==> src/rtl/cni_identity_dummy_guard.sv <==
// Intentionally empty compile unit guard
`timescale 1ns/1ps
`default_nettype none
`default_nettype wire

==> src/rtl/cni_pkg.sv <==
// Constants and types shared by the network identity block
package cni_pkg;

  // ****************************************************************
  // Timing
  // ****************************************************************
  localparam int CLK_MHZ = 200;
  localparam int CLAIM_WAIT_US = 250000;
  localparam int CLAIM_WAIT_CYC = CLAIM_WAIT_US * CLK_MHZ;

  // ****************************************************************
  // Addresses and identifiers
  // ****************************************************************
  localparam logic [7:0] SA_DEFAULT = 8'h80;
  localparam logic [7:0] SA_MAX = 8'hfd;
  localparam logic [7:0] SA_NULL = 8'hfe;
  localparam logic [7:0] DA_GLOBAL = 8'hff;
  localparam logic [2:0] PRIO_DEFAULT = 3'h6;
  localparam logic [1:0] PAGE_ZERO = 2'h0;
  localparam logic [7:0] PF_ADDR_CLAIM = 8'hee;
  localparam logic [7:0] PF_REQUEST = 8'hea;
  localparam logic [7:0] PF_MAP_RESP = 8'hd8;
  localparam logic [7:0] PF_SOFT_ID = 8'hfe;
  localparam logic [7:0] PS_SOFT_ID = 8'hda;
  localparam logic [23:0] PGN_SOFT_ID = 24'h00feda;
  localparam logic [23:0] PGN_ADDR_CLAIM = 24'h00ee00;
  localparam logic [3:0] DLC_REQUEST = 4'h3;
  localparam logic [3:0] DLC_FULL = 4'h8;

  // ****************************************************************
  // Identity field defaults and positions
  // ****************************************************************
  localparam logic NAME_AAC = 1'b1;
  localparam logic [2:0] NAME_IND_GROUP = 3'h0;
  localparam logic [3:0] NAME_VS_INST = 4'h0;
  localparam logic [6:0] NAME_VSYS = 7'h00;
  localparam logic NAME_RSVD = 1'b0;
  localparam logic [4:0] NAME_FUNC_INST = 5'h01;
  localparam logic [2:0] ECU_INST_DEFAULT = 3'h0;
  localparam int NAME_ID_MSB = 20;
  localparam int NAME_ECU_LSB = 32;
  localparam int NAME_ECU_MSB = 34;
  localparam int NAME_AAC_BIT = 63;

  // ****************************************************************
  // Configuration space and payload bytes
  // ****************************************************************
  localparam logic [7:0] CFG_SA = 8'h00;
  localparam logic [7:0] CFG_ECU_INST = 8'h01;
  localparam logic [7:0] CFG_APP_PGN = 8'h02;
  localparam logic [7:0] CFG_STATUS = 8'h03;
  localparam logic [7:0] CFG_NAME_LO = 8'h04;
  localparam logic [7:0] CFG_NAME_HI = 8'h05;
  localparam logic [7:0] MAP_OK = 8'h00;
  localparam logic [7:0] MAP_ERR = 8'h01;
  localparam logic [7:0] SOFT_FIELDS = 8'h01;
  localparam logic [7:0] ASCII_STAR = 8'h2a;
  localparam logic [7:0] FILL_BYTE = 8'hff;
  localparam int PEND_CANNOT = 0;
  localparam int PEND_CLAIM = 1;
  localparam int PEND_RESP = 2;
  localparam int PEND_SOFT = 3;

  typedef enum logic [2:0] {
    ST_BOOT = 3'b000,
    ST_SEND = 3'b001,
    ST_WAIT = 3'b011,
    ST_OK = 3'b010,
    ST_LOST = 3'b110
  } cni_state_t;

endpackage

==> src/rtl/cni_tx_if.sv <==
// Send requests from the identity controller to the frame builder
`timescale 1ns/1ps
`default_nettype none
interface cni_tx_if;
  logic req_claim;
  logic req_cannot;
  logic req_soft;
  logic req_resp;
  logic [7:0] sa;
  logic [7:0] resp_dest;
  logic [7:0] resp_status;
  logic [7:0] resp_addr;
  logic [31:0] resp_value;
  logic claim_sent;
  modport ctrl (output req_claim, req_cannot, req_soft, req_resp, sa, resp_dest,
    resp_status, resp_addr, resp_value, input claim_sent);
  modport frm (input req_claim, req_cannot, req_soft, req_resp, sa, resp_dest,
    resp_status, resp_addr, resp_value, output claim_sent);
endinterface
`default_nettype wire

==> src/rtl/cni_tx_framer.sv <==
// Frame builder: queues send requests and presents one frame at a time
`timescale 1ns/1ps
`default_nettype none
module cni_tx_framer
  import cni_pkg::*;
#(
  parameter int VER_LEN = 4,
  parameter logic [8*VER_LEN-1:0] VERSION = 32'h312e3030
)
(
  // Clock and reset
  input wire logic clk,
  input wire logic rstn,
  // Requests
  cni_tx_if.frm tq,
  // Frame out
  input wire logic tx_ready,
  output logic tx_valid,
  output logic [28:0] tx_id,
  output logic [3:0] tx_dlc,
  output logic [63:0] tx_data
);

  function automatic logic [63:0] soft_payload();
    logic [63:0] d;
    d = {8{FILL_BYTE}};
    d[7:0] = SOFT_FIELDS;
    for (int i = 0; i < VER_LEN; i++)
    begin
      d[8*(i+1) +: 8] = VERSION[8*(VER_LEN-1-i) +: 8];
    end
    d[8*(VER_LEN+1) +: 8] = ASCII_STAR;
    return d;
  endfunction

  logic [3:0] pend;
  logic [7:0] r_dest;
  logic [7:0] r_status;
  logic [7:0] r_addr;
  logic [31:0] r_value;

  // Lowest bit is most urgent: giving up outranks a claim
  wire [3:0] req_set = {tq.req_soft, tq.req_resp, tq.req_claim, tq.req_cannot};
  wire [3:0] pick = pend & ~(pend - 4'h1);
  wire [3:0] take = tx_valid ? 4'h0 : pick;
  wire [3:0] drop_claim = {2'b00, tq.req_cannot, 1'b0};
  // Set wins over the clear made by taking a request
  wire [3:0] next_pend = ((pend & ~take) | req_set) & ~drop_claim;
  wire [28:0] id_claim = {PRIO_DEFAULT, PAGE_ZERO, PF_ADDR_CLAIM, DA_GLOBAL, tq.sa};
  wire [28:0] id_cannot = {PRIO_DEFAULT, PAGE_ZERO, PF_ADDR_CLAIM, DA_GLOBAL, SA_NULL};
  wire [28:0] id_resp = {PRIO_DEFAULT, PAGE_ZERO, PF_MAP_RESP, r_dest, tq.sa}; // [RQ13]
  wire [28:0] id_soft = {PRIO_DEFAULT, PAGE_ZERO, PF_SOFT_ID, PS_SOFT_ID, tq.sa}; // [RQ8]
  wire [63:0] data_resp = {r_value, FILL_BYTE, FILL_BYTE, r_addr, r_status};
  wire [63:0] data_soft = soft_payload(); // [RQ9]
  wire [3:0] dlc_soft = 4'(VER_LEN + 2);
  wire take_claimish = take[PEND_CANNOT] | take[PEND_CLAIM];
  wire [28:0] next_id = take[PEND_CANNOT] ? id_cannot :
    take[PEND_CLAIM] ? id_claim : take[PEND_RESP] ? id_resp : id_soft;
  wire [63:0] next_data = take_claimish ? '0 : take[PEND_RESP] ? data_resp : data_soft;
  wire [3:0] next_dlc = (take_claimish | take[PEND_RESP]) ? DLC_FULL : dlc_soft;
  wire claim_done = tx_valid && tx_ready && tx_id[23:16] == PF_ADDR_CLAIM
    && tx_id[7:0] != SA_NULL;

  always_ff @(posedge clk or negedge rstn)
  begin
    if (!rstn)
    begin
      pend <= 4'h0;
      tq.claim_sent <= 1'b0;
    end
    else
    begin
      pend <= next_pend;
      tq.claim_sent <= claim_done;
    end
  end

  // Only the newest answer is kept while one waits for the bus
  always_ff @(posedge clk or negedge rstn)
  begin
    if (!rstn)
    begin
      r_dest <= 8'h00;
      r_status <= 8'h00;
      r_addr <= 8'h00;
      r_value <= 32'h0;
    end
    else if (tq.req_resp)
    begin
      r_dest <= tq.resp_dest;
      r_status <= tq.resp_status;
      r_addr <= tq.resp_addr;
      r_value <= tq.resp_value;
    end
  end

  always_ff @(posedge clk or negedge rstn)
  begin
    if (!rstn)
    begin
      tx_valid <= 1'b0;
      tx_id <= 29'h0;
      tx_dlc <= 4'h0;
      tx_data <= 64'h0;
    end
    else if (tx_valid && tx_ready)
    begin
      tx_valid <= 1'b0;
    end
    else if (|take)
    begin
      tx_valid <= 1'b1;
      tx_id <= next_id;
      tx_dlc <= next_dlc;
      tx_data <= next_data;
    end
  end
endmodule
`default_nettype wire

==> src/rtl/cni_identity.sv <==
// Network identity, address contention and configuration space of the node
// ****************************************************************
// Notes on behaviour
// RQ1: Claim address at power-up and on change
// RQ2: Identity defaults: arbitrary capable, groups zero
// RQ3: Identity number captured from factory value
// RQ4: ECU instance field is configurable
// RQ5: Preferred source address defaults to 0x80
// RQ6: Source address accepted only from 0 to 253
// RQ7: Lost contention moves to next address, retries
// RQ8: Software identification sent only on request
// RQ9: Payload: count byte 1, version, asterisk
// RQ10: Configuration only through private memory access space
// RQ11: Application groups disabled by default
// RQ12: Configuring party uses memory access requests
// RQ13: Every memory access answered with response; an answer still waiting for the bus is lost to a newer one
// RQ14: No address left: cannot-claim, traffic stops
// ****************************************************************
`timescale 1ns/1ps
`default_nettype none
module cni_identity
  import cni_pkg::*;
#(
  parameter int CLAIM_WAIT = CLAIM_WAIT_CYC,
  parameter int APP_PGN_N = 8,
  parameter int VER_LEN = 4,
  parameter logic [8*VER_LEN-1:0] VERSION = 32'h312e3030,
  // Arbitrary value
  parameter logic [10:0] MAKER_CODE = 11'h001,
  // Arbitrary value
  parameter logic [7:0] FUNCTION_CODE = 8'h55
)
(
  // Clock and reset
  input wire logic clk,
  input wire logic rstn,
  // Factory programmed identity
  input wire logic [20:0] factory_identity,
  // Memory access configuration port
  input wire logic [7:0] cfg_addr,
  input wire logic [31:0] cfg_wdata,
  input wire logic cfg_wr,
  input wire logic cfg_rd,
  input wire logic [7:0] cfg_src,
  output logic [31:0] cfg_rdata,
  // Received frames
  input wire logic rx_valid,
  input wire logic [28:0] rx_id,
  input wire logic [3:0] rx_dlc,
  input wire logic [63:0] rx_data,
  // Transmitted frames
  input wire logic tx_ready,
  output logic tx_valid,
  output logic [28:0] tx_id,
  output logic [3:0] tx_dlc,
  output logic [63:0] tx_data,
  // Node status
  output logic app_traffic_en,
  output logic [APP_PGN_N-1:0] app_pgn_en
);

  // ****************************************************************
  // Declarations
  // ****************************************************************
  localparam int TW = $clog2(CLAIM_WAIT + 1);

  function automatic logic cfg_hit(input logic [7:0] a);
    return a <= CFG_NAME_HI;
  endfunction

  cni_tx_if tq ();

  cni_state_t state;
  cni_state_t next_state;
  logic [7:0] cfg_sa;
  logic [7:0] claim_sa;
  logic [7:0] next_claim_sa;
  logic [2:0] ecu_inst;
  logic [20:0] ident;
  logic [TW-1:0] wait_cnt;
  logic [63:0] name;
  logic [31:0] cfg_value;

  // ****************************************************************
  // Received frame decode
  // ****************************************************************
  wire [7:0] rx_pf = rx_id[23:16];
  wire [7:0] rx_ps = rx_id[15:8];
  wire [7:0] rx_sa = rx_id[7:0];
  wire for_us = rx_ps == claim_sa || rx_ps == DA_GLOBAL;
  wire rx_req = rx_valid && rx_pf == PF_REQUEST && for_us && rx_dlc >= DLC_REQUEST;
  wire req_soft_hit = rx_req && rx_data[23:0] == PGN_SOFT_ID; // [RQ8]
  wire req_claim_hit = rx_req && rx_data[23:0] == PGN_ADDR_CLAIM;
  wire rx_claim = rx_valid && rx_pf == PF_ADDR_CLAIM && rx_sa == claim_sa
    && rx_dlc == DLC_FULL;
  // Claims heard while ours is still queued go uncontested
  wire contending = state == ST_WAIT || state == ST_OK;
  // Lower identity value carries the higher priority
  wire we_lose = rx_claim && contending && rx_data < name; // [RQ7]
  wire we_win = rx_claim && contending && rx_data > name;
  wire give_up = we_lose && claim_sa == SA_MAX; // [RQ14]

  // ****************************************************************
  // Configuration decode
  // ****************************************************************
  wire sa_ok = cfg_wdata[31:8] == 24'h0 && cfg_wdata[7:0] <= SA_MAX; // [RQ6]
  wire sa_wr = cfg_wr && cfg_addr == CFG_SA && sa_ok; // [RQ10]
  wire sa_new = sa_wr && (cfg_wdata[7:0] != cfg_sa || state == ST_LOST); // [RQ1]
  wire ecu_wr = cfg_wr && cfg_addr == CFG_ECU_INST && cfg_wdata[31:3] == 29'h0;
  wire app_wr = cfg_wr && cfg_addr == CFG_APP_PGN && (cfg_wdata >> APP_PGN_N) == 32'h0;
  wire wr_ok = sa_wr || ecu_wr || app_wr;
  wire acc_ok = cfg_rd ? cfg_hit(cfg_addr) : wr_ok;
  wire rd_known = cfg_hit(cfg_addr);

  assign name = {NAME_AAC, NAME_IND_GROUP, NAME_VS_INST, NAME_VSYS, NAME_RSVD,
    FUNCTION_CODE, NAME_FUNC_INST, ecu_inst, MAKER_CODE, ident}; // [RQ2] [RQ3] [RQ4]

  assign cfg_value = !rd_known ? 32'h0 :
    cfg_addr == CFG_SA ? {24'h0, cfg_sa} :
    cfg_addr == CFG_ECU_INST ? {29'h0, ecu_inst} :
    cfg_addr == CFG_APP_PGN ? 32'(app_pgn_en) :
    cfg_addr == CFG_STATUS ? {20'h0, app_traffic_en, state, claim_sa} :
    cfg_addr == CFG_NAME_LO ? name[31:0] : name[63:32];

  assign tq.sa = claim_sa;

  // ****************************************************************
  // Address contention
  // ****************************************************************
  always_comb
  begin
    next_state = state;
    unique case (state)
      ST_BOOT: next_state = ST_SEND; // [RQ1]
      ST_SEND: next_state = tq.claim_sent ? ST_WAIT : ST_SEND;
      ST_WAIT: next_state = wait_cnt == '0 ? ST_OK : ST_WAIT;
      ST_OK: next_state = ST_OK;
      ST_LOST: next_state = ST_LOST;
      default: next_state = ST_BOOT;
    endcase
    if (sa_new)
    begin
      next_state = ST_SEND; // [RQ1]
    end
    else if (give_up)
    begin
      next_state = ST_LOST; // [RQ14]
    end
    else if (we_lose)
    begin
      next_state = ST_SEND; // [RQ7]
    end
  end

  assign next_claim_sa = sa_new ? cfg_wdata[7:0] :
    (we_lose && !give_up) ? claim_sa + 8'h01 : claim_sa; // [RQ7]

  always_ff @(posedge clk or negedge rstn)
  begin
    if (!rstn)
    begin
      state <= ST_BOOT;
      claim_sa <= SA_DEFAULT; // [RQ5]
    end
    else
    begin
      state <= next_state;
      claim_sa <= next_claim_sa;
    end
  end

  // Silence window after our claim went out
  always_ff @(posedge clk or negedge rstn)
  begin
    if (!rstn)
      wait_cnt <= '0;
    else if (state == ST_SEND)
      wait_cnt <= TW'(CLAIM_WAIT - 1);
    else if (state == ST_WAIT && wait_cnt != '0)
      wait_cnt <= wait_cnt - TW'(1);
  end

  // Factory value is caught on the first edge after release
  always_ff @(posedge clk or negedge rstn)
  begin
    if (!rstn)
      ident <= 21'h0;
    else if (state == ST_BOOT)
      ident <= factory_identity; // [RQ3]
  end

  // ****************************************************************
  // Configuration registers
  // ****************************************************************
  always_ff @(posedge clk or negedge rstn)
  begin
    if (!rstn)
    begin
      cfg_sa <= SA_DEFAULT; // [RQ5]
      ecu_inst <= ECU_INST_DEFAULT; // [RQ2]
      app_pgn_en <= '0; // [RQ11]
    end
    else
    begin
      if (sa_wr)
        cfg_sa <= cfg_wdata[7:0]; // [RQ6]
      if (ecu_wr)
        ecu_inst <= cfg_wdata[2:0]; // [RQ4]
      if (app_wr)
        app_pgn_en <= cfg_wdata[APP_PGN_N-1:0]; // [RQ11]
    end
  end

  // Read data stands only in the cycle after the strobe
  always_ff @(posedge clk or negedge rstn)
  begin
    if (!rstn)
      cfg_rdata <= 32'h0;
    else
      cfg_rdata <= cfg_rd ? cfg_value : 32'h0;
  end

  // ****************************************************************
  // Send requests
  // ****************************************************************
  always_ff @(posedge clk or negedge rstn)
  begin
    if (!rstn)
    begin
      tq.req_claim <= 1'b0;
      tq.req_cannot <= 1'b0;
      tq.req_soft <= 1'b0;
      tq.req_resp <= 1'b0;
      app_traffic_en <= 1'b0;
    end
    else
    begin
      // An address write outranks a lost contention in the same cycle
      tq.req_claim <= sa_new || (!give_up && (state == ST_BOOT || we_lose || we_win
        || (req_claim_hit && contending))); // [RQ1] [RQ7]
      tq.req_cannot <= !sa_new && (give_up
        || (req_claim_hit && state == ST_LOST)); // [RQ14]
      tq.req_soft <= req_soft_hit && state == ST_OK; // [RQ8]
      tq.req_resp <= cfg_wr || cfg_rd; // [RQ13]
      app_traffic_en <= next_state == ST_OK; // [RQ14]
    end
  end

  always_ff @(posedge clk or negedge rstn)
  begin
    if (!rstn)
    begin
      tq.resp_dest <= 8'h00;
      tq.resp_status <= 8'h00;
      tq.resp_addr <= 8'h00;
      tq.resp_value <= 32'h0;
    end
    else if (cfg_wr || cfg_rd)
    begin
      tq.resp_dest <= cfg_src;
      tq.resp_status <= acc_ok ? MAP_OK : MAP_ERR; // [RQ13]
      tq.resp_addr <= cfg_addr;
      tq.resp_value <= cfg_rd ? cfg_value : cfg_wdata;
    end
  end

  // ****************************************************************
  // Frame builder
  // ****************************************************************
  cni_tx_framer #(
    .VER_LEN(VER_LEN),
    .VERSION(VERSION)
  ) u_framer (
    .clk(clk),
    .rstn(rstn),
    .tq(tq.frm),
    .tx_ready(tx_ready),
    .tx_valid(tx_valid),
    .tx_id(tx_id),
    .tx_dlc(tx_dlc),
    .tx_data(tx_data)
  );
endmodule
`default_nettype wire

==> config.mk <==
export PLATFORM = sky130hd
export DESIGN_NAME = cni_identity
export DESIGN_NICKNAME = d
export VERILOG_FILES = /design/src/rtl/cni_identity_dummy_guard.sv /design/src/rtl/cni_pkg.sv /design/src/rtl/cni_tx_if.sv /design/src/rtl/cni_tx_framer.sv /design/src/rtl/cni_identity.sv
export SDC_FILE = /design/constraint.sdc
export NUM_CORES = 1
export LEC_CHECK = 0
export CORE_MARGIN = 2
export CORE_UTILIZATION = 50
export DETAILED_ROUTE_END_ITERATION = 8
export DONT_BUFFER_PORTS = 1
export PLACE_DENSITY = 0.68
export SYNTH_ARGS = -nofsm -noshare
export SYNTH_HDL_FRONTEND = slang
export SYNTH_SLANG_ARGS = --single-unit
==> constraint.sdc <==
create_clock -name clk -period 2.35 [get_ports clk]
set_input_delay 0.235 -clock clk [delete_from_list [all_inputs] [get_ports clk]]
set_output_delay 0.235 -clock clk [all_outputs]
set_load 0.01 [all_outputs]
==> results of run 1 <==
-- sequential cells by signal, summed over array words and instances (netlist names), 18 cells and up --
signal	flops
cfg_rdata	23
ident	21
tq.resp_value	32
u_framer.r_value	32
u_framer.tx_data	43
u_framer.tx_id	18
wait_cnt	26
-- power groups by stage --
stage          combinational (mW)  clock (mW)  sequential, mW
3_3_place_gp                 1.46           0            6.17
3_5_place_dp                 1.51           0            6.19
4_1_cts                      1.69        4.48            6.11
2_1_floorplan                1.29           0            5.97
5_1_grt                      1.94        4.70            6.20
6_report                     1.73        4.40            6.11
-- final timing paths --
path / from / end / slack [ps] / cells past startpoint
max reg2reg: ecu_inst[2] / claim_sa[1] / -80 / 9
max in group asynchronous: rstn / tq.req_soft / 2150 / 0
max: ecu_inst[2] / claim_sa[1] / -80 / 9
min: rstn / ident[2] / -600 / 0
min in group clk: cfg_addr[0] / cfg_rdata[0] / 30 / 4
min reg2reg: tq.req_cannot / u_framer.pend[1] / 430 / 1
-- logic make-up after synthesis --
logic type | count (synthesis) | synth area share, %
AOI/OAI and AO/OA | 215 | 10.74
xor gates and xnor gates | 45 | 3.078
adders and majority gates | 27 | 2.638
buffers and inverters | 151 | 5.746
DFF | 272 | 53.18
muxes | 74 | 6.391
other | 1 | 0.02929
and+or+nand+nor | 465 | 18.20
-- timing repair --
| action | in CTS | in global routing |
|---|---|---|
| setup buffers | 9 | 10 |
| endpoints found under the hold margin | 372 | 272 |
| pin swaps | 22 | 30 |
| cloned | 1 | 0 |
| resized for setup | 32 | 35 |
| endpoints found under the setup margin | 45 | 34 |
-- worst register-to-register path, delay by kind of cell (launching register included) --
family | cells | cell delay (ps)
AOI/OAI and AO/OA | 3 | 830
adders and majority gates | 1 | 260
buffers and inverters | 1 | 60
DFF | 1 | 360
and+or+nand+nor | 4 | 790
-- per-layer routing --
metal  track usage [%]  share of wire, %
met5            0.7576                 0
met2             44.42                48
met3             5.833               7.3
met1             36.32                42
met4             8.373               2.9
-- per-stage QoR --
step / instance area (um^2) / total power, mW / std cells
6_report: 15730 / 12.24 / 1744
3_3_place_gp: 13550 / 7.622 / 1595
3_5_place_dp: 13550 / 7.699 / 1595
2_1_floorplan: 12890 / 7.261 / 1270
4_1_cts: 15500 / 12.28 / 1737
5_1_grt: 15730 / 12.84 / 1744
-- cells in the final DEF, fill, tap and decap left out, drive strengths merged, types with 27 or more instances in the layout --
| master | instances |
|---|---|
| nand2 | 173 |
| nor3 | 28 |
| clkbuf | 44 |
| buf | 117 |
| nor2 | 106 |
| inv | 47 |
| o21ai | 85 |
| dlygate4sd3 | 78 |
| nor4 | 30 |
| dfrtp | 270 |
| a21oi | 38 |
| xnor2 | 27 |
| mux2 | 62 |
| ha | 27 |
-- final cells by class --
| type | count | area [um^2] |
|---|---|---|
| clock buffer | 44 | 832.0 |
| clock inverter | 10 | 86.33 |
| fill | 2092 | 9453 |
| inverter | 46 | 172.7 |
| multi-input combinational | 847 | 5679 |
| sequential | 272 | 6810 |
| tap | 330 | 412.9 |
| timing repair buffer | 195 | 1735 |
==> metrics, run 1 <==
outcome finished, violations left; failing checks hold timing, setup timing; top_reg_cell synth sky130_fd_sc_hd__dfrtp_1; register bit count reported by yosys between 200 and 300; CP max-delay cell sky130_fd_sc_hd__or4_4; average size of a mapped cell slightly above 10 um^2; first-pass GRT wire length between 50000 and 60000 um; type of the worst setup path reg -> reg; cells taking the most area after synthesis sky130_fd_sc_hd__dfrtp_1 53%, sky130_fd_sc_hd__mux2_2 5.5%, sky130_fd_sc_hd__nand2_1 5.0%; count of input and output buffers 0; max incr delay on CP ~450 ps; maximum number of pins on one net before global-route repair around 270; slack of the critical path -81.86 ps; crit start category flop; number of levels in the clock H-tree 1; Die Ht between 150 and 200 um; hold buffer count at CTS 78; Rows 58; Fin Setup TNS -626.3 ps; largest fanout on the critical path 8; area of the mapped netlist 12800 um^2; number of warnings reported in the yosys synthesis log 0; Worst Hold Class in -> async; antenna violations before repair 0; Max Fclk about 410 MHz; worst hold margin -600.1 ps; count of inserted antenna diode cells 0; total via count in the routed design around 10000; Core Box Area around 25000 um^2; overall die width ~160 um; detailed-route wire length 36480 um; number of max-cap violations 0; critical path cell sequence inv_2 -> ha_4 -> and3_4 -> nand2_2 -> or4_4 -> a311o_1 -> o2111ai_4 -> nor3_2 -> a311o_2; max-slew violation count 0; largest buffer count on any clock path 3; Period minus WS final about 2400 ps; setup repair after global routing missed its margin yes; Final #Nets around 1600; number of remaining DRC errors 0; leading area contributor after synthesis sky130_fd_sc_hd__dfrtp_1; via count of the first global-routing pass 10087; Lkg Pwr a little over 7 nW; synth cell count leaders 270 x sky130_fd_sc_hd__dfrtp_1, 172 x sky130_fd_sc_hd__nand2_1, 106 x sky130_fd_sc_hd__nor2_1; clock input transition at the sequential cells of the worst setup and hold paths approximately 60 ps; antenna-violating nets left 0; count of boundary I/O pins ~310; cell count after synthesis about 1300; count leader, synth sky130_fd_sc_hd__dfrtp_1; Clock Root Buffer sky130_fd_sc_hd__clkbuf_16; Overflow after GRT 0; fraction of synthesis flops using an asynchronous set or reset pin 100.0%; Worst Path Buf+Inv 1; number of enable-type register cells in the synthesized netlist 0; sequential fraction of the synthesis area approximately 53%; GRT Total Usage 27.16%; total clock sinks about 270; Critical Path RT approximately 2800 ps; post-synth top area share between 50 and 60%; Clk pwr share 35.9%; TritonCTS buffer count 29; power share of the sequential group between 40% and 50%; final hold viol count ~270; clock latency on the worst-skew pair about 540 ps; Worst Tran Pin Value 1163 ps; DRT iter0 DRCs approximately 620; Die ar. 26900 um^2; power per unit of standard cell area about 780 nW/um^2; final core utilization between 60% and 70%; clk_skew roughly 12 ps; initial cell density of the core roughly 50%; number of iterations in the first detailed-routing pass 5; layout-stage area growth over the synthesis result 22.85%; dominant delay contributor by cell family on the critical path compound AO/OA/AOI/OAI gates; count of different cell masters after synthesis 70; TritonCTS clock tree done; hpwl dp between 20000 and 25000 um; routability congestion estimate 0.9166; crit end category flop; internal power between 8 and 9 mW; logic gate share of total power approximately 14%; mean routed wirelength per cell 20.92 um; final period utilization 103.5%; switching share of power 28.97%; layout cell share with drive strength beyond 1 between 20% and 30%; arrival time at the worst endpoint 2850 ps; Setup violations, final 13; Slew headroom about 22%; net switching power ~3.5 mW; worst ir drop on vdd 0.6067 mV; worst slack at placement -292.2 ps; detailed-route vias per instance approximately 5.7
No activity file was read; power rests on OpenSTA's default activity.
==> run 2, diff against run 1 <==
--- a/config.mk
+++ b/config.mk
@@ -9,7 +9,7 @@
 export CORE_UTILIZATION = 50
 export DETAILED_ROUTE_END_ITERATION = 8
 export DONT_BUFFER_PORTS = 1
-export PLACE_DENSITY = 0.68
+export PLACE_DENSITY = 0.75
 export SYNTH_ARGS = -nofsm -noshare
 export SYNTH_HDL_FRONTEND = slang
 export SYNTH_SLANG_ARGS = --single-unit
==> run 2 against run 1 <==
Effect of this change: the flow still finishes with violations (hold timing, setup timing); combinational power grew 5%; wire length grew 1.8%; utilization is 0.59 points higher; critical endpoint unchanged; clock power grew 5.5%; cell area increased by 0.95%; power rose by 2.5%; via count rose by 0.55%; fmax fell by 3.4%; non-clock buffer count is 6 lower; critical path depth unchanged; sequential power about the same.
==> metrics, run 2 (synthesis results as in run 1) <==
leading cell types in the layout, fill and taps excluded 269 x sky130_fd_sc_hd__dfrtp_1, 169 x sky130_fd_sc_hd__nand2_1, 103 x sky130_fd_sc_hd__nor2_1; first-pass GRT wire length 56660 um (about the same); setup slack, reg-to-reg -170 ps (-90 ps); DRT iter0 DRCs 756 (+21%); final hold viol count 272 (unchanged); Die Ht 164.0 um (unchanged); Lkg Pwr 7.163 nW (+0.82%); antenna-violating nets left 0 (unchanged); crit end category flop; detailed-route wire length 37130 um (+1.8%); overall die width 164.0 um (unchanged); hold buffer count at CTS 78 (unchanged); worst reg2reg startpoint ecu_inst[1]; total clock sinks 272 (unchanged); finished layout cell area 15880 um^2 (+0.95%); Die ar. 26900 um^2 (unchanged); number of remaining DRC errors 0 (unchanged); critical path capture point claim_sa[1]; Register-to-Register Path Depth 9 (unchanged); slack of the critical path -167.7 ps (-85.86 ps); Clock Root Buffer sky130_fd_sc_hd__clkbuf_16; Critical Path RT 2770 ps (about the same); count of boundary I/O pins 311 (unchanged); layout cell share with drive strength beyond 1 21.78% (+0.49 points); via count of the first global-routing pass 10330 (+2.4%); final core utilization 63.05% (+0.59 points); outcome finished, violations left; Rows 58 (unchanged); net switching power 3.560 mW (+0.39%); number of iterations in the first detailed-routing pass 5 (unchanged); final period utilization 107.1% (+3.7 points); switching share of power 28.38% (-0.59 points); Max Fclk 397.2 MHz (-3.4%); antenna violations before repair 1 (+1); Overflow after GRT 0 (unchanged); Worst Hold Class in -> async; detailed-route vias per instance 5.787 (+1.0%); number of max-cap violations 0 (unchanged); layout-stage area growth over the synthesis result 24.01%; logic gate share of total power 14.4% (+0.2 points); Setup violations, final 21 (+8); TritonCTS clock tree done; Top reg by flops u_framer.tx_data; largest fanout on the critical path 8 (unchanged); routability congestion estimate 0.9195 (+0.32%); Clk pwr share 37.0% (+1.1 points); flip-flop count of the largest register after layout 43 (unchanged); number of levels in the clock H-tree 1 (unchanged); largest buffer count on any clock path 3 (unchanged); worst hold margin -598.7 ps (+1.417 ps); Period minus WS final 2518 ps (+85.86 ps); maximum number of pins on one net before global-route repair 273 (unchanged); Final #Nets 1584 (-0.38%); end of the worst register-to-register path claim_sa[1]; count of input and output buffers 0 (unchanged); type of the worst setup path reg -> reg; hpwl dp 24440 um (-0.51%); setup repair after global routing missed its margin yes; Worst Tran Pin Value 1012 ps (-150.8 ps); filler-free cell count of the finished design 1736 (-0.46%); clock input transition at the sequential cells of the worst setup and hold paths 60 ps (about the same); internal power 8.984 mW (+3.3%); failing checks hold timing, setup timing; power share of the sequential group 48.6% (-1.3 points); standard cell area after detailed placement 13570 um^2 (about the same); power per unit of standard cell area 790.1 nW/um^2 (+1.5%); TritonCTS buffer count 29 (unchanged); mean routed wirelength per cell 21.39 um (+2.3%); most common cell after layout, fill and taps aside sky130_fd_sc_hd__dfrtp_1; GRT Total Usage 27.14% (about the same); total via count in the routed design 10046 (+0.55%); initial cell density of the core 50.84% (unchanged); clock latency on the worst-skew pair 540 ps (about the same); registers with the highest flip-flop counts u_framer.tx_data: 43 flops, tq.resp_value: 32 flops, u_framer.r_value: 32 flops; Core Box Area 25180 um^2 (unchanged); max-slew violation count 0 (unchanged); clk_skew 8.244 ps (-3.290 ps); worst ir drop on vdd 0.8194 mV (+35%); Slew headroom 32.29% (+9.8 points); startpoint of the most critical setup path ecu_inst[1]; crit start category flop; arrival time at the worst endpoint 2940 ps (+90 ps); placed instance count 1591 (-0.25%)
[run 2: cell types whose count changed in the layout (fill, tap and decap cells not counted), moves of 3 or more]
| cell | previous run | this run |
|---|---|---|
| sky130_fd_sc_hd__buf_4 | 106 | 96 |
| sky130_fd_sc_hd__clkbuf_1 | 10 | 3 |
| sky130_fd_sc_hd__clkbuf_8 | 5 | 11 |
| sky130_fd_sc_hd__ha_1 | 20 | 17 |
| sky130_fd_sc_hd__ha_4 | 6 | 9 |
| sky130_fd_sc_hd__nand3_2 | 0 | 3 |
| sky130_fd_sc_hd__nor3_2 | 8 | 4 |
[run 2: what timing repair did]
action	4_1_cts	5_1_grt
endpoints found under the setup margin	17	36
endpoints found under the hold margin	371	272
pin swaps	15	22
buffers inserted	7	9
gates resized for setup	19	63
[run 2: layer usage]
layer	vias up	track usage, %	part of all wire [%]
met5	-	0	0
met4	0	10.61	4.0
met3	104	5.455	7.4
met2	443	45.34	48
met1	4946	34.86	40
li1	4553	-	-
[run 2: power groups by stage]
stage	Sequential [mW]	Combinational [mW]	Clock, mW
2_1_floorplan	5.97	1.29	0
3_3_place_gp	6.15	1.48	0
3_5_place_dp	6.18	1.54	0
4_1_cts	6.10	1.70	4.72
5_1_grt	6.19	2.01	4.92
6_report	6.10	1.81	4.64
[run 2: cell type report]
type	count	area, um^2
Fill cell	1930	9304
Sequential cell	272	6810
Multi-Input combinational cell	847	5772
Timing Repair Buffer	189	1727
Clock buffer	43	888.4
Tap cell	330	412.9
Inverter	46	172.7
Clock inverter	8	92.59
Antenna cell	1	2.502
[run 2: critical path, cell delays in order, from the launching register on]
cell and delay [ps]:
sky130_fd_sc_hd__dfrtp_1 370, sky130_fd_sc_hd__inv_2 70, sky130_fd_sc_hd__ha_4 260, sky130_fd_sc_hd__and3_4 190
sky130_fd_sc_hd__nand2_2 60, sky130_fd_sc_hd__or4_4 450, sky130_fd_sc_hd__a311o_1 400, sky130_fd_sc_hd__o2111ai_4 210
sky130_fd_sc_hd__nor3_2 90, sky130_fd_sc_hd__a311o_2 310
[run 2: how the worst min path moves through the flow]
stage,start,to,slack (ps),cells after the start
2_1_floorplan,rstn,app_pgn_en[0],-60,0
3_3_place_gp,rstn,ident[2],-50,0
3_5_place_dp,rstn,ident[2],-50,0
4_1_cts,rstn,ident[2],-620,0
5_1_grt,rstn,ident[2],-620,0
6_report,rstn,ident[2],-600,0
[run 2: per-stage QoR]
stage,setup TNS (ps),power (mW),setup slack (ps)
global route,-5405,13.12,-265.2
CTS,-266.8,12.52,-58.69
detailed placement,-1696,7.720,-234.9
global placement,-871.5,7.630,-172.2
floorplan,0,7.261,5.745
finish,-1417,12.54,-167.7
==> run 3, diff against run 2 <==
--- a/config.mk
+++ b/config.mk
@@ -5,6 +5,7 @@
 export SDC_FILE = /design/constraint.sdc
 export NUM_CORES = 1
 export LEC_CHECK = 0
+export CORE_ASPECT_RATIO = 0.6
 export CORE_MARGIN = 2
 export CORE_UTILIZATION = 50
 export DETAILED_ROUTE_END_ITERATION = 8
==> run 3 against run 2 <==
Effect of this change: the run still ends with hold timing, setup timing left; setup slack better by 44 ps; largest power group unchanged; sequential power hardly changed; clock skew grew 7.9 ps; highest routed layer is now met5.
==> metrics, run 3 (synthesis results as in run 1) <==
Worst Hold Class in -> async; initial cell density of the core 50.76% (-0.086 points); detailed-route vias per instance 5.960 (+3.0%); antenna-violating nets left 0 (unchanged); clock input transition at the sequential cells of the worst setup and hold paths 60 ps (about the same); flip-flop count of the largest register after layout 43 (unchanged); clock latency on the worst-skew pair 540 ps (about the same); number of remaining DRC errors 0 (unchanged); Lkg Pwr 7.080 nW (-1.2%); power per unit of standard cell area 789.6 nW/um^2 (about the same); slack of the critical path -123.5 ps (+44.26 ps); Top reg by flops u_framer.tx_data; Final #Nets 1584 (unchanged); count of boundary I/O pins 311 (unchanged); hpwl dp 26490 um (+8.4%); final core utilization 62.34% (-0.72 points); registers with the highest flip-flop counts u_framer.tx_data: 43 flops, tq.resp_value: 32 flops, u_framer.r_value: 32 flops; worst slack at placement -257.0 ps (-22.05 ps); crit end category flop; number of filler instances in the final layout 1989 (+3.1%); most common cell after layout, fill and taps aside sky130_fd_sc_hd__dfrtp_1; Overflow after GRT 0 (unchanged); layout cell share with drive strength beyond 1 21.23% (-0.55 points); mean routed wirelength per cell 22.35 um (+4.5%); overall power consumption 12.42 mW (-1.0%); type of the worst setup path reg -> reg; logic gate share of total power 14.6% (+0.2 points); clk_skew 16.13 ps (+7.886 ps); overall die width 210.6 um (+28%); switching share of power 28.79% (+0.41 points); largest fanout on the critical path 9 (+1); routability congestion estimate 0.9843 (+7.0%); net switching power 3.575 mW (+0.40%); failing checks hold timing, setup timing; worst hold margin -590.4 ps (+8.312 ps); Core Box Area 25220 um^2 (+0.17%); hold buffer count at CTS 79 (+1.3%); worst ir drop on vdd 0.4857 mV (-41%); largest buffer count on any clock path 3 (unchanged); number of iterations in the first detailed-routing pass 5 (unchanged); Period minus WS final 2473 ps (-44.26 ps); Rows 45 (-22%); finished layout cell area 15720 um^2 (-0.97%); antenna violations before repair 1 (unchanged); number of max-cap violations 0 (unchanged); standard cell area after detailed placement 13560 um^2 (about the same); setup repair after global routing missed its margin yes; first-pass GRT wire length 58650 um (+3.5%); leading cell types in the layout, fill and taps excluded 269 x sky130_fd_sc_hd__dfrtp_1, 171 x sky130_fd_sc_hd__nand2_1, 102 x sky130_fd_sc_hd__nor2_1, 102 x sky130_fd_sc_hd__buf_4; Die Ht 128.0 um (-22%); TritonCTS clock tree done; internal power 8.841 mW (-1.6%); crit start category flop; Setup violations, final 24 (+14%); Slew headroom 17.24% (-15 points); final period utilization 105.3% (-1.9 points); total via count in the routed design 10329 (+2.8%); TritonCTS buffer count 26 (-10%); arrival time at the worst endpoint 2910 ps (-30 ps); count of inserted antenna diode cells 0 (-1); via count of the first global-routing pass 10083 (-2.4%); count of input and output buffers 0 (unchanged); final hold viol count 272 (unchanged); Worst Tran Pin Value 1241 ps (+229.0 ps); power share of the sequential group 49.0% (+0.4 points); Die ar. 26940 um^2 (+0.16%); GRT Total Usage 28.45% (+1.3 points); Max Fclk 404.3 MHz (+1.8%); layout-stage area growth over the synthesis result 22.81%; total clock sinks 272 (unchanged); outcome finished, violations left; detailed-route wire length 38730 um (+4.3%); Clk pwr share 36.4% (-0.6 points); maximum number of pins on one net before global-route repair 273 (unchanged); max-slew violation count 0 (unchanged); Critical Path RT 2790 ps (+20 ps); DRT iter0 DRCs 1013 (+34%); number of levels in the clock H-tree 1 (unchanged); Clock Root Buffer sky130_fd_sc_hd__clkbuf_16
## run 3: cell type report
cell class	instances	area, um^2	area share (%)
inverter	46	172.7	1.098
clock buffer	34	742.0	4.719
timing repair buffer	192	1715	10.91
tap	329	411.6	2.618
sequential	272	6810	43.31
multi-input combinational	847	5695	36.22
clock inverter	13	176.4	1.122
## run 3: through the flow
step           setup TNS [ps]  cells
4_1_cts                -236.9   1725
5_1_grt                 -4666   1733
6_report                -1543   1733
3_5_place_dp            -1997   1595
2_1_floorplan               0   1270
3_3_place_gp            -1553   1595
## run 3: final timing paths
path                              endpoint             from  slack (ps)  depth (start not counted)
min in group clk              cfg_rdata[8]      cfg_addr[0]          10                          3
max in group asynchronous      tq.req_resp             rstn        2290                          0
min                            ecu_inst[1]             rstn        -590                          0
max                         app_traffic_en        ident[11]        -120                         12
min reg2reg                tq.resp_addr[7]  tq.resp_addr[7]         470                          2
max reg2reg                 app_traffic_en        ident[11]        -120                         12
## run 3: worst max-delay path: stages (launching register included)
cell                       delay, ps
sky130_fd_sc_hd__dfrtp_1         390
sky130_fd_sc_hd__inv_2            70
sky130_fd_sc_hd__ha_4            280
sky130_fd_sc_hd__nand4_1         170
sky130_fd_sc_hd__buf_4           200
sky130_fd_sc_hd__nor2_4           90
sky130_fd_sc_hd__a221oi_2         60
sky130_fd_sc_hd__buf_4           150
sky130_fd_sc_hd__a31oi_1         200
sky130_fd_sc_hd__o21ai_1          90
sky130_fd_sc_hd__buf_4           170
sky130_fd_sc_hd__a211o_1         290
sky130_fd_sc_hd__nor4_2          210
## run 3: repair_timing
action	CTS	global route
setup buffers	4	8
pin swaps	18	23
gates resized for setup	23	50
hold endpoints to repair	373	272
setup endpoints to repair	18	36
## run 3: routing by layer
| metal | share of wire [%] | vias up | global-route usage [%] |
|---|---|---|---|
| met1 | 43 | 5182 | 41.23 |
| met2 | 44 | 499 | 42.15 |
| met5 | 0.034 | - | 0 |
| met4 | 2.0 | 2 | 5.965 |
| li1 | - | 4572 | - |
| met3 | 11 | 74 | 8.966 |
## run 3: power by group through the flow
stage               registers, mW  clock network [mW]  logic (mW)
floorplan                    5.97                   0        1.29
global placement             6.15                   0        1.46
detailed placement           6.17                   0        1.53
CTS                          6.09                4.58        1.71
global route                 6.17                4.78        2.01
finish                       6.09                4.51        1.81
